[config.mk]
export PLATFORM = sky130hd
export DESIGN_NAME = tgmac_tx
export DESIGN_NICKNAME = d
export VERILOG_FILES = /design/src/inc/tgmac_pkg.sv /design/src/core/tgmac_tx.sv
export SDC_FILE = /design/constraint.sdc
export NUM_CORES = 2
export LEC_CHECK = 0
export BUFFER_PORTS_ARGS = -buffer_cell sky130_fd_sc_hd__buf_2
export CORE_ASPECT_RATIO = 1.5
export CORE_MARGIN = 1.5
export CORE_UTILIZATION = 45
export DETAILED_ROUTE_END_ITERATION = 7
export HOLD_SLACK_MARGIN = 0.08
export SLEW_MARGIN = 20
export SYNTH_ARGS = -nofsm -noshare
export SYNTH_HDL_FRONTEND = slang
export SYNTH_SLANG_ARGS = --single-unit
[constraint.sdc]
create_clock -name core_clk -period 29.9 [get_ports core_clk]
set_input_delay 1.495 -clock core_clk [delete_from_list [all_inputs] [get_ports core_clk]]
set_output_delay 1.495 -clock core_clk [all_outputs]
set_load 0.02 [all_outputs]
[src/inc/tgmac_pkg.sv]
// constants and carrier types of the 10G mac transmit client path
// assumes a single core clock domain shared by all users
package tgmac_pkg;
	// -------------------------------------------------------------
	// stream and xgmii coding
	// -------------------------------------------------------------
	localparam int LANES = 8;
	localparam logic [7:0] XG_IDLE = 8'h07;
	localparam logic [7:0] XG_START = 8'hfb;
	localparam logic [7:0] XG_TERM = 8'hfd;
	localparam logic [7:0] XG_ERR = 8'hfe;
	localparam logic [7:0] PRE_BYTE = 8'h55;
	localparam logic [7:0] SFD_BYTE = 8'hd5;
	localparam logic [63:0] ERR_DATA = {XG_TERM, {7{XG_ERR}}};
	// -------------------------------------------------------------
	// frame check sequence, reflected form
	// -------------------------------------------------------------
	localparam logic [31:0] CRC_INIT = 32'hffffffff;
	localparam logic [31:0] CRC_POLY = 32'hedb88320;
	localparam logic [31:0] CRC_RESIDUE = 32'hdebb20e3;
	localparam logic [15:0] FCS_BYTES = 16'h0004;
	localparam logic [15:0] MIN_NOFCS = 16'h003c;
	localparam logic [15:0] MIN_FRAME = 16'h0040;
	localparam logic [3:0] RX_FCS_N = 4'h4;
	// -------------------------------------------------------------
	// interframe gap, in bytes (96 bit times is 12 bytes)
	// -------------------------------------------------------------
	localparam logic [12:0] IFG_BYTES = 13'h000c;
	localparam logic [12:0] COL_BYTES = 13'h0004;
	localparam logic [12:0] WORD_BYTES = 13'h0008;
	localparam logic [11:0] ACC_SAT = 12'h7ff;
	localparam logic [1:0] DIC_MAX = 2'h3;
	// -------------------------------------------------------------
	// apb register map
	// -------------------------------------------------------------
	localparam logic [7:0] CFG_ADDR = 8'h00;
	localparam logic [7:0] STAT_ADDR = 8'h04;
	localparam int CFG_W = 5;
	localparam int CFG_TX_INBAND = 0;
	localparam int CFG_DIC = 1;
	localparam int CFG_GAP_ADJ = 2;
	localparam int CFG_RX_PASS = 3;
	localparam int CFG_CUST_PRE = 4;
	localparam logic [CFG_W-1:0] CFG_RESET = 5'h00;
	// -------------------------------------------------------------
	// carriers
	// -------------------------------------------------------------
	typedef struct packed {
		logic [63:0] data;
		logic [7:0]  ctrl;
	} tgmac_xgmii_type;
	typedef struct packed {
		logic        valid;
		logic [63:0] data;
		logic [7:0]  keep;
		logic        last;
		logic        user;
	} tgmac_beat_type;
endpackage

[src/core/tgmac_tx.sv]
// transmit client path of a 10G mac plus receive fcs check and strip
// assumes apb master, client stream and rx engine all on core_clk
//
// How it works
// - fcs bits leave x31 first: reflected crc, inverted, low byte first
// - config bit picks inserted fcs or client supplied in-band fcs
// - every received frame crc checked, tuser low on mismatch
// - config bit forwards received fcs bytes or strips them
// - gap counted from terminate, stream held off until it is met
// - start placed on next four byte lane boundary, later if extended
// - deficit idle averaging may shorten gaps, mean stays at the requested gap
// - data bus is eight byte lanes each qualified by its keep bit
// - last marks final beat, unkept bytes ignored
// - custom preamble beat is taken with ready before the frame
// - without in-band fcs short frames padded to minimum length
// - with in-band fcs short frames terminated but never padded
// - in-band short frames are not counted in statistics
// - tuser with valid mid-frame aborts as underrun
// - valid falling mid-frame without last is an implicit underrun
// - underrun sends error codes then returns to idle
// - valid may stay high across frames, ready withheld for gap
// - eight bit gap extension input sets requested gap in columns
// - with gap adjust, ready held off until requested columns pass
// - gap never below three columns, nine bytes with averaging, whatever the extension value
// - fcs is crc32 over addresses, type, data and pad
module tgmac_tx #(
	parameter int CNT_W = 16
) (
	input  wire logic                     core_clk,
	input  wire logic                     reset,
	input  wire logic [7:0]               paddr,
	input  wire logic                     psel,
	input  wire logic                     penable,
	input  wire logic                     pwrite,
	input  wire logic [31:0]              pwdata,
	output logic      [31:0]              prdata,
	output logic                          pready,
	output logic                          pslverr,
	input  wire tgmac_pkg::tgmac_beat_type tx_in,
	output logic                          tx_ready,
	input  wire logic [7:0]               ifg_delay,
	output tgmac_pkg::tgmac_xgmii_type    xgmii_tx,
	input  wire tgmac_pkg::tgmac_beat_type rx_in,
	output tgmac_pkg::tgmac_beat_type     rx_out
);
	import tgmac_pkg::*;

	if (CNT_W < 1 || CNT_W > 16) begin : g_chk
		$error("CNT_W must be 1 to 16");
	end

	// -------------------------------------------------------------
	// helpers
	// -------------------------------------------------------------
	// crc over the kept byte lanes, lsb of each byte first
	function automatic logic [31:0] crc_step(input logic [31:0] c,
		input logic [63:0] d, input logic [7:0] m);
		logic [31:0] r;
		r = c;
		for (int i = 0; i < LANES; i++)
			for (int b = 0; b < 8; b++)
				if (m[i])
					r = (r >> 1) ^ ((r[0] ^ d[8*i+b]) ? CRC_POLY : 32'h0);
		return r;
	endfunction

	// number of kept lanes
	function automatic logic [3:0] count_keep(input logic [7:0] k);
		logic [3:0] n;
		n = 4'h0;
		for (int i = 0; i < LANES; i++)
			n = n + {3'h0, k[i]};
		return n;
	endfunction

	// -------------------------------------------------------------
	// apb slave
	// -------------------------------------------------------------
	logic [CFG_W-1:0] cfg;
	logic [CNT_W-1:0] tx_count;
	logic [CNT_W-1:0] rx_bad;
	logic             setup;
	logic             hit_cfg;
	logic             hit_stat;
	logic [31:0]      rd_word;

	// decode and read select
	assign setup = psel && !penable;
	assign hit_cfg = paddr == CFG_ADDR;
	assign hit_stat = paddr == STAT_ADDR;
	assign rd_word = hit_cfg ? 32'(cfg)
		: hit_stat ? {16'(rx_bad), 16'(tx_count)} : 32'h0;

	// answer in the first access cycle, writes land there
	always_ff @(posedge core_clk) begin
		if (reset) begin
			pready <= 1'b0;
			prdata <= 32'h0;
			pslverr <= 1'b0;
			cfg <= CFG_RESET;
		end else begin
			pready <= setup;
			prdata <= (setup && !pwrite) ? rd_word : 32'h0;
			pslverr <= setup && !(hit_cfg || hit_stat);
			if (psel && penable && pready && pwrite && hit_cfg)
				cfg <= pwdata[CFG_W-1:0];
		end
	end

	logic inband;
	logic dic_en;
	logic gap_adj;
	logic rx_pass;
	logic cust;
	assign inband = cfg[CFG_TX_INBAND];
	assign dic_en = cfg[CFG_DIC];
	assign gap_adj = cfg[CFG_GAP_ADJ];
	assign rx_pass = cfg[CFG_RX_PASS];
	assign cust = cfg[CFG_CUST_PRE];

	// -------------------------------------------------------------
	// transmit framing
	// -------------------------------------------------------------
	typedef enum logic [3:0] {
		S_GAP  = 4'b0001,
		S_PRE  = 4'b0010,
		S_DATA = 4'b0100,
		S_TAIL = 4'b1000
	} tgmac_state_type;

	tgmac_state_type state;
	tgmac_state_type next_state;
	logic [15:0] base;
	logic [15:0] len;
	logic [31:0] crc;
	logic [11:0] acc;
	logic        shift;
	logic [1:0]  deficit_idle_averaging;
	logic [1:0]  next_dic;
	logic [31:0] hold_d;
	logic [3:0]  hold_c;

	logic        data_ph;
	logic        abort;
	logic [15:0] flen;
	logic [15:0] padl;
	logic [15:0] fcs_end;
	logic [15:0] tdist;
	logic        t_here;
	logic [63:0] pd;
	logic [7:0]  mask;
	logic [31:0] crc_mid;
	logic [31:0] fcs;
	logic [63:0] fw_d;
	logic [7:0]  fw_c;
	logic [63:0] aw_d;
	logic [7:0]  aw_c;

	// length and tail positions of the current frame
	assign data_ph = state == S_DATA;
	assign abort = data_ph && (!tx_in.valid || tx_in.user);
	assign flen = data_ph ? base + 16'(count_keep(tx_in.keep)) : len;
	assign padl = (!inband && flen < MIN_NOFCS) ? MIN_NOFCS : flen;
	assign fcs_end = inband ? padl : padl + FCS_BYTES;
	assign tdist = fcs_end - base;
	assign t_here = ((data_ph && !abort && tx_in.last) || state == S_TAIL)
		&& tdist < 16'h0008;

	// crc over data and pad, fcs inverted, low byte first
	assign crc_mid = crc_step(crc, pd, mask);
	assign fcs = ~crc_mid;

	// per lane: data, pad, fcs, terminate or idle
	for (genvar i = 0; i < LANES; i++) begin : g_lane
		logic [15:0] idx;
		logic [1:0]  k;
		logic        is_fcs;
		logic        is_term;
		logic        is_idle;
		assign idx = base + 16'(i);
		assign k = 2'(idx - padl);
		assign pd[8*i +: 8] = (data_ph && idx < flen)
			? tx_in.data[8*i +: 8] : 8'h00;
		assign mask[i] = (data_ph || state == S_TAIL) && idx < padl;
		assign is_fcs = !inband && idx >= padl && idx < fcs_end;
		assign is_term = idx == fcs_end;
		assign is_idle = idx > fcs_end;
		assign fw_d[8*i +: 8] = is_term ? XG_TERM : is_idle ? XG_IDLE
			: is_fcs ? fcs[8*k +: 8] : pd[8*i +: 8];
		assign fw_c[i] = is_term || is_idle;
	end

	// aligned word for this cycle
	always_comb begin
		aw_d = {8{XG_IDLE}};
		aw_c = 8'hff;
		case (state)
			S_PRE: begin
				if (cust && !tx_in.valid) begin
					aw_d = ERR_DATA;
				end else begin
					aw_d = {cust ? tx_in.data[63:8]
						: {SFD_BYTE, {6{PRE_BYTE}}}, XG_START};
					aw_c = 8'h01;
				end
			end
			S_DATA: begin
				if (abort) begin
					aw_d = ERR_DATA;
				end else begin
					aw_d = fw_d;
					aw_c = fw_c;
				end
			end
			S_TAIL: begin
				aw_d = fw_d;
				aw_c = fw_c;
			end
			default: begin
				aw_d = {8{XG_IDLE}};
				aw_c = 8'hff;
			end
		endcase
	end

	// gap check: requested gap, averaging slack, lane choice
	logic [12:0] gbase;
	logic [12:0] ext;
	logic [12:0] req;
	logic [12:0] thr;
	logic [12:0] gap_g;
	logic        start_go;
	logic        new_shift;
	assign gbase = 13'(acc) + WORD_BYTES + COL_BYTES
		- (shift ? COL_BYTES : 13'h0000);
	assign ext = {3'h0, ifg_delay, 2'h0};
	assign req = (gap_adj && ext > IFG_BYTES) ? ext : IFG_BYTES;
	assign thr = dic_en ? req - 13'(DIC_MAX - deficit_idle_averaging) : req;
	assign start_go = state == S_GAP && tx_in.valid && gbase >= thr;
	assign new_shift = gbase < thr + COL_BYTES;
	assign gap_g = new_shift ? gbase : gbase - COL_BYTES;

	// deficit bookkeeping at each frame start
	always_comb begin
		next_dic = deficit_idle_averaging;
		if (gap_g < req)
			next_dic = deficit_idle_averaging + 2'(req - gap_g);
		else if (gap_g - req >= 13'(deficit_idle_averaging))
			next_dic = 2'h0;
		else
			next_dic = deficit_idle_averaging - 2'(gap_g - req);
	end

	// framing sequence
	always_comb begin
		next_state = state;
		case (state)
			S_GAP:
				if (start_go)
					next_state = S_PRE;
			S_PRE:
				next_state = (cust && !tx_in.valid) ? S_GAP : S_DATA;
			S_DATA:
				if (abort || t_here)
					next_state = S_GAP;
				else if (tx_in.last)
					next_state = S_TAIL;
			S_TAIL:
				if (t_here)
					next_state = S_GAP;
			default:
				next_state = S_GAP;
		endcase
	end

	// ready only while beats are consumed, withheld for the gap
	always_ff @(posedge core_clk) begin
		if (reset) begin
			state <= S_GAP;
			tx_ready <= 1'b0;
		end else begin
			state <= next_state;
			tx_ready <= next_state == S_DATA
				|| (next_state == S_PRE && cust);
		end
	end

	// frame position, crc and frame length
	always_ff @(posedge core_clk) begin
		if (reset) begin
			base <= 16'h0000;
			len <= 16'h0000;
			crc <= CRC_INIT;
		end else begin
			base <= (state == S_PRE) ? 16'h0000 : base + 16'h0008;
			crc <= (state == S_PRE) ? CRC_INIT : crc_mid;
			if (data_ph && tx_in.last)
				len <= flen;
		end
	end

	// idle byte count since terminate, lane offset, deficit
	always_ff @(posedge core_clk) begin
		if (reset) begin
			acc <= ACC_SAT;
			shift <= 1'b0;
			deficit_idle_averaging <= 2'h0;
		end else begin
			if (t_here)
				acc <= 12'(3'h7 - tdist[2:0]);
			else if (abort || (state == S_PRE && cust && !tx_in.valid))
				acc <= 12'h000;
			else if (state == S_GAP && acc < ACC_SAT)
				acc <= acc + 12'h008;
			if (start_go) begin
				shift <= new_shift;
				deficit_idle_averaging <= dic_en ? next_dic : 2'h0;
			end
		end
	end

	// good frames counted, short in-band frames skipped
	always_ff @(posedge core_clk) begin
		if (reset)
			tx_count <= '0;
		else if (t_here && (!inband || fcs_end >= MIN_FRAME))
			tx_count <= tx_count + 1'b1;
	end

	// output stage: optional four byte delay for lane 4 starts
	always_ff @(posedge core_clk) begin
		if (reset) begin
			hold_d <= {4{XG_IDLE}};
			hold_c <= 4'hf;
			xgmii_tx <= '{data: {8{XG_IDLE}}, ctrl: 8'hff};
		end else begin
			hold_d <= aw_d[63:32];
			hold_c <= aw_c[7:4];
			xgmii_tx.data <= shift ? {aw_d[31:0], hold_d} : aw_d;
			xgmii_tx.ctrl <= shift ? {aw_c[3:0], hold_c} : aw_c;
		end
	end

	// -------------------------------------------------------------
	// receive fcs check and strip
	// -------------------------------------------------------------
	tgmac_beat_type hb;
	tgmac_beat_type next_hb;
	tgmac_beat_type next_rx;
	logic [31:0]    crc_rx;
	logic [31:0]    crc_rx_mid;
	logic [3:0]     rx_n;
	logic           rx_good;
	logic           rx_fire;

	assign rx_n = count_keep(rx_in.keep);
	assign crc_rx_mid = crc_step(crc_rx, rx_in.data, rx_in.keep);
	assign rx_good = crc_rx_mid == CRC_RESIDUE;
	assign rx_fire = rx_in.valid || (hb.valid && hb.last);

	// one beat held back so fcs lanes can be trimmed
	always_comb begin
		next_hb = hb;
		next_rx = '0;
		if (rx_fire) begin
			next_rx = hb;
			next_hb = rx_in;
			next_hb.user = rx_good;
			if (!rx_in.valid) begin
				next_hb = '0;
			end else if (rx_in.last && !rx_pass) begin
				if (rx_n > RX_FCS_N) begin
					next_hb.keep = rx_in.keep >> RX_FCS_N;
				end else begin
					next_rx.keep = hb.keep >> (RX_FCS_N - rx_n);
					next_rx.last = 1'b1;
					next_rx.user = rx_good;
					next_hb = '0;
				end
			end
		end
	end

	always_ff @(posedge core_clk) begin
		if (reset) begin
			hb <= '0;
			rx_out <= '0;
			crc_rx <= CRC_INIT;
			rx_bad <= '0;
		end else begin
			hb <= next_hb;
			rx_out <= next_rx;
			if (rx_in.valid)
				crc_rx <= rx_in.last ? CRC_INIT : crc_rx_mid;
			if (rx_in.valid && rx_in.last && !rx_good)
				rx_bad <= rx_bad + 1'b1;
		end
	end

	// -------------------------------------------------------------
	// checks
	// -------------------------------------------------------------
	logic odd_start;
	assign odd_start = |({xgmii_tx.ctrl[7:5], xgmii_tx.ctrl[3:1]} & {
		xgmii_tx.data[63:56] == XG_START, xgmii_tx.data[55:48] == XG_START,
		xgmii_tx.data[47:40] == XG_START, xgmii_tx.data[31:24] == XG_START,
		xgmii_tx.data[23:16] == XG_START, xgmii_tx.data[15:8] == XG_START});
endmodule

==> metrics.log <==
INFO  metric worstHoldPathCells = 1
INFO  metric r2r_slack = 10.53 ns
INFO  metric regArea = 0.008850 mm2
INFO  metric wire_per_inst = 26.86 um
INFO  metric ys_async_sr_fraction = 0%
INFO  metric cts-root-buf = clkbuf_16
INFO  metric grt_util_met1 = 36.93%
INFO  metric overflow = 0
INFO  metric h-tree-depth = 2
INFO  metric clk_transition_reported_paths = 0.06 ns
INFO  metric syn2layout_area_growth = 8.802%
INFO  metric synth.distinct_cells = 150
INFO  metric fmax = 46.36 MHz
INFO  metric synth_area_per_cell = 8.068 um2
INFO  metric synth.most_common_cell = xnor2_1
INFO  metric kind_of_end_point_of_the_critical_path = flop
INFO  metric cp_slowest_stage_delay = 0.82 ns
INFO  metric yosysSeqAreaShare = 17.70%
INFO  metric mux_contribution_to_synthesized_area = 6.692%
INFO  metric cp-startpoint = tx_in[2]
INFO  metric combined_area_of_the_multi_input_logic_cells = 0.03891 mm2
INFO  metric critPathKind = input pin to flop
INFO  metric cp_dominant_cell_by_count = fa_1
INFO  metric ys_seq_elements = 442
INFO  metric core.rowCount = 149
INFO  metric regToRegStartpoint = base[5]
INFO  metric slew_viol_final = 0
INFO  metric initial_core_util = 45.44%
INFO  metric run_status = complete, but fails checks
INFO  metric synthXorXnorAreaFrac = 28.34%
INFO  metric num-fill-cells = 10.96k
INFO  metric nets_final = 6659
INFO  metric hold_start = hb[73]
INFO  metric final.setup.tns = 0 ns
INFO  metric post-synth-top-area-cell = dfxtp_1
INFO  metric synth_enable_flop_cells = 0
INFO  metric synth-simple-area-share = 19.96%
INFO  metric cp_slowest_cell = nor3_1
INFO  metric global_route.usage.met2 = 63.22%
INFO  metric cts_setup_buffers = 0
INFO  metric grt_busiest_layer = met2
INFO  metric synth_top_area_share = 17.70%
INFO  metric timing.critical_path.required = 30.44 ns
INFO  metric cts_repair_resize_count = 0
INFO  metric drtAntennaViolNets = 0
INFO  metric synth_area = 0.04998 mm2
INFO  metric post_synthesis_share_of_cell_area_spent_on_full_adders_half_adders_and_majority_gates = 3.530%
INFO  metric wirelength = 209.6 mm
INFO  metric reg2reg_end = xgmii_tx[70]
INFO  metric holdBufCountCts = 0
INFO  metric design.die.area = 0.1131 mm2
INFO  metric route.detailed.drc = 72
INFO  metric first_drt_iteration_drcs = 3616
INFO  metric finalWeightedCongestion = 1.058
INFO  metric via_count = 47.13k
INFO  metric first_global_vias = 45.29k
INFO  metric drt-vias-per-instance = 6.038
INFO  metric coreArea = 0.1100 mm2
INFO  metric yosys-top-cells-count = 771 x xnor2_1, 636 x nor2_1, 569 x nand2_1, 442 x dfxtp_1, 371 x a21oi_1
INFO  metric placement.io_buffers = 356
INFO  metric finalClockSkew = 0.03385 ns
INFO  metric syn_inst = 6195
INFO  metric violations = DRC
INFO  metric worstHoldEndpoint = rx_out[73]
INFO  metric post_route_cells_drive_above_1_share = 12.85%
INFO  metric critical_path.max_fanout = 14
INFO  metric design.portCount = 385
INFO  metric timing.critical_path.from_type = input pin
INFO  metric rsz0062_at_grt = no
INFO  metric worstRegToRegCells = 47
INFO  metric cts_buffers = 47
INFO  metric detail_route.first_pass.iterations = 8
INFO  metric worstPathArrival = 22.11 ns
INFO  metric worst-slew-pin-transition = 1.221 ns
INFO  metric hold_viol_final = 0
INFO  metric groute.usage.overall = 35.84%
INFO  metric post-route-period-util = 72.14%
INFO  metric clockBufferDepth = 3
INFO  metric grt_first_pass_wirelength = 301.0 mm
INFO  metric slew_headroom = 18.38%
INFO  metric largest_net_degree_at_the_start_of_global_routing = 72
INFO  metric die-height = 411.2 um
INFO  metric dieWidth = 275.1 um
INFO  metric synth_top_family_by_area = XOR/XNOR gates
INFO  metric predominant_post_synthesis_flop_cell = dfxtp_1
INFO  metric cts_tree = yes
INFO  metric grt_antenna_before_repair = 26
INFO  metric clock_sink_count = 442
INFO  metric dpl.hpwl = 168.7 mm
INFO  metric worstHoldPathType = flop to flop
INFO  metric insertion_delay = 0.63 ns
INFO  metric synth-warning-count = 0
INFO  metric use_met3 = 5.129%
INFO  metric finalWorstPathRequiredPeriod = 21.57 ns
INFO  metric maxCapViolCount = 0
INFO  metric synth_top_cells_by_area = dfxtp_1 18%, xnor2_1 14%, xnor3_1 5.9%
INFO  metric synth-compound-area-share = 18.98%
INFO  metric final-setup-viol-count = 0
==> cell families (layout without fill, tap and decap cells) <==
logic type | Yosys count | after routing
and+or+nand+nor | 2067 | 2067
AOI/OAI and AO/OA | 1415 | 1415
xor gates and xnor gates | 1300 | 1300
buffers and inverters | 528 | 686
DFF | 442 | 442
muxes | 307 | 307
adders and majority gates | 135 | 135
other | 1 | 19
==> cell type report <==
cell class              count  area share (%)
repair buffers            457           4.682
multi-input cells        5229           71.55
clock buffers              58           2.388
well taps                1434           3.300
diodes                     14         0.06443
clock inverters            27          0.7455
inverters                 144          0.9940
flip-flops and latches    442           16.27
==> critical path: cells and delay by family <==
| kind | cells | cell delay [ns] |
|---|---|---|
| AOI/OAI and AO/OA | 11 | 5.05 |
| xor gates and xnor gates | 10 | 4.10 |
| adders and majority gates | 6 | 2.42 |
| buffers and inverters | 3 | 0.24 |
| muxes | 3 | 0.71 |
| and+or+nand+nor | 22 | 8.05 |
==> state kept, by name, indices dropped and copies added (netlist names) <==
signal	flops
hb	75
rx_out	75
xgmii_tx	72
crc	32
crc_rx	32
hold_d	32
prdata	32
len	16
rx_bad	16
tx_count	16
base	13
acc	12
cfg	5
hold_c	4
state	4
deficit_idle_averaging	2
pready	1
pslverr	1
shift	1
tx_ready	1
==> layer usage <==
metal,up-vias,part of all wire (%)
li1,22030,-
met1,22460,35
met2,1920,49
met3,705,5.7
met4,12,10
met5,-,0.039
==> cells in the final DEF (no fill, tap or decap), types with 121 or more instances in the layout <==
master / count
nor2_1: 626
and2_1: 156
xnor2_1: 771
dfxtp_1: 441
o21ai_0: 295
nand2_1: 568
nand3_1: 140
a21oi_1: 370
buf_2: 355
xor2_1: 312
xnor3_1: 131
mux2i_1: 243
nor3_1: 121
inv_1: 142
ha_1: 125
==> worst max-delay path by stage <==
stage	endpoint	slack, ns	cells after the start
after floorplan	xgmii_tx[58]	13.11	56
final	xgmii_tx[70]	8.33	55
after CTS	xgmii_tx[70]	8.94	55
after global placement	xgmii_tx[70]	8.39	54
after detailed placement	xgmii_tx[70]	8.36	55
after global routing	xgmii_tx[21]	8.01	55
==> through the flow <==
step	hold WS (ns)	utilization [%]	setup WS [ns]	cell area, um2	cells
after global placement	0.4347	47.84	8.395	52620	7706
final	0.4564	49.44	8.331	54380	7805
after global routing	0.4750	49.41	8.013	54350	7793
after CTS	0.4575	49.38	8.936	54320	7791
after detailed placement	0.4424	47.84	8.357	52620	7706
after floorplan	0.4177	-	13.11	49990	6199
Power is not shown: default switching activity piles up to over one toggle a cycle in this logic, so the estimate is an artifact.
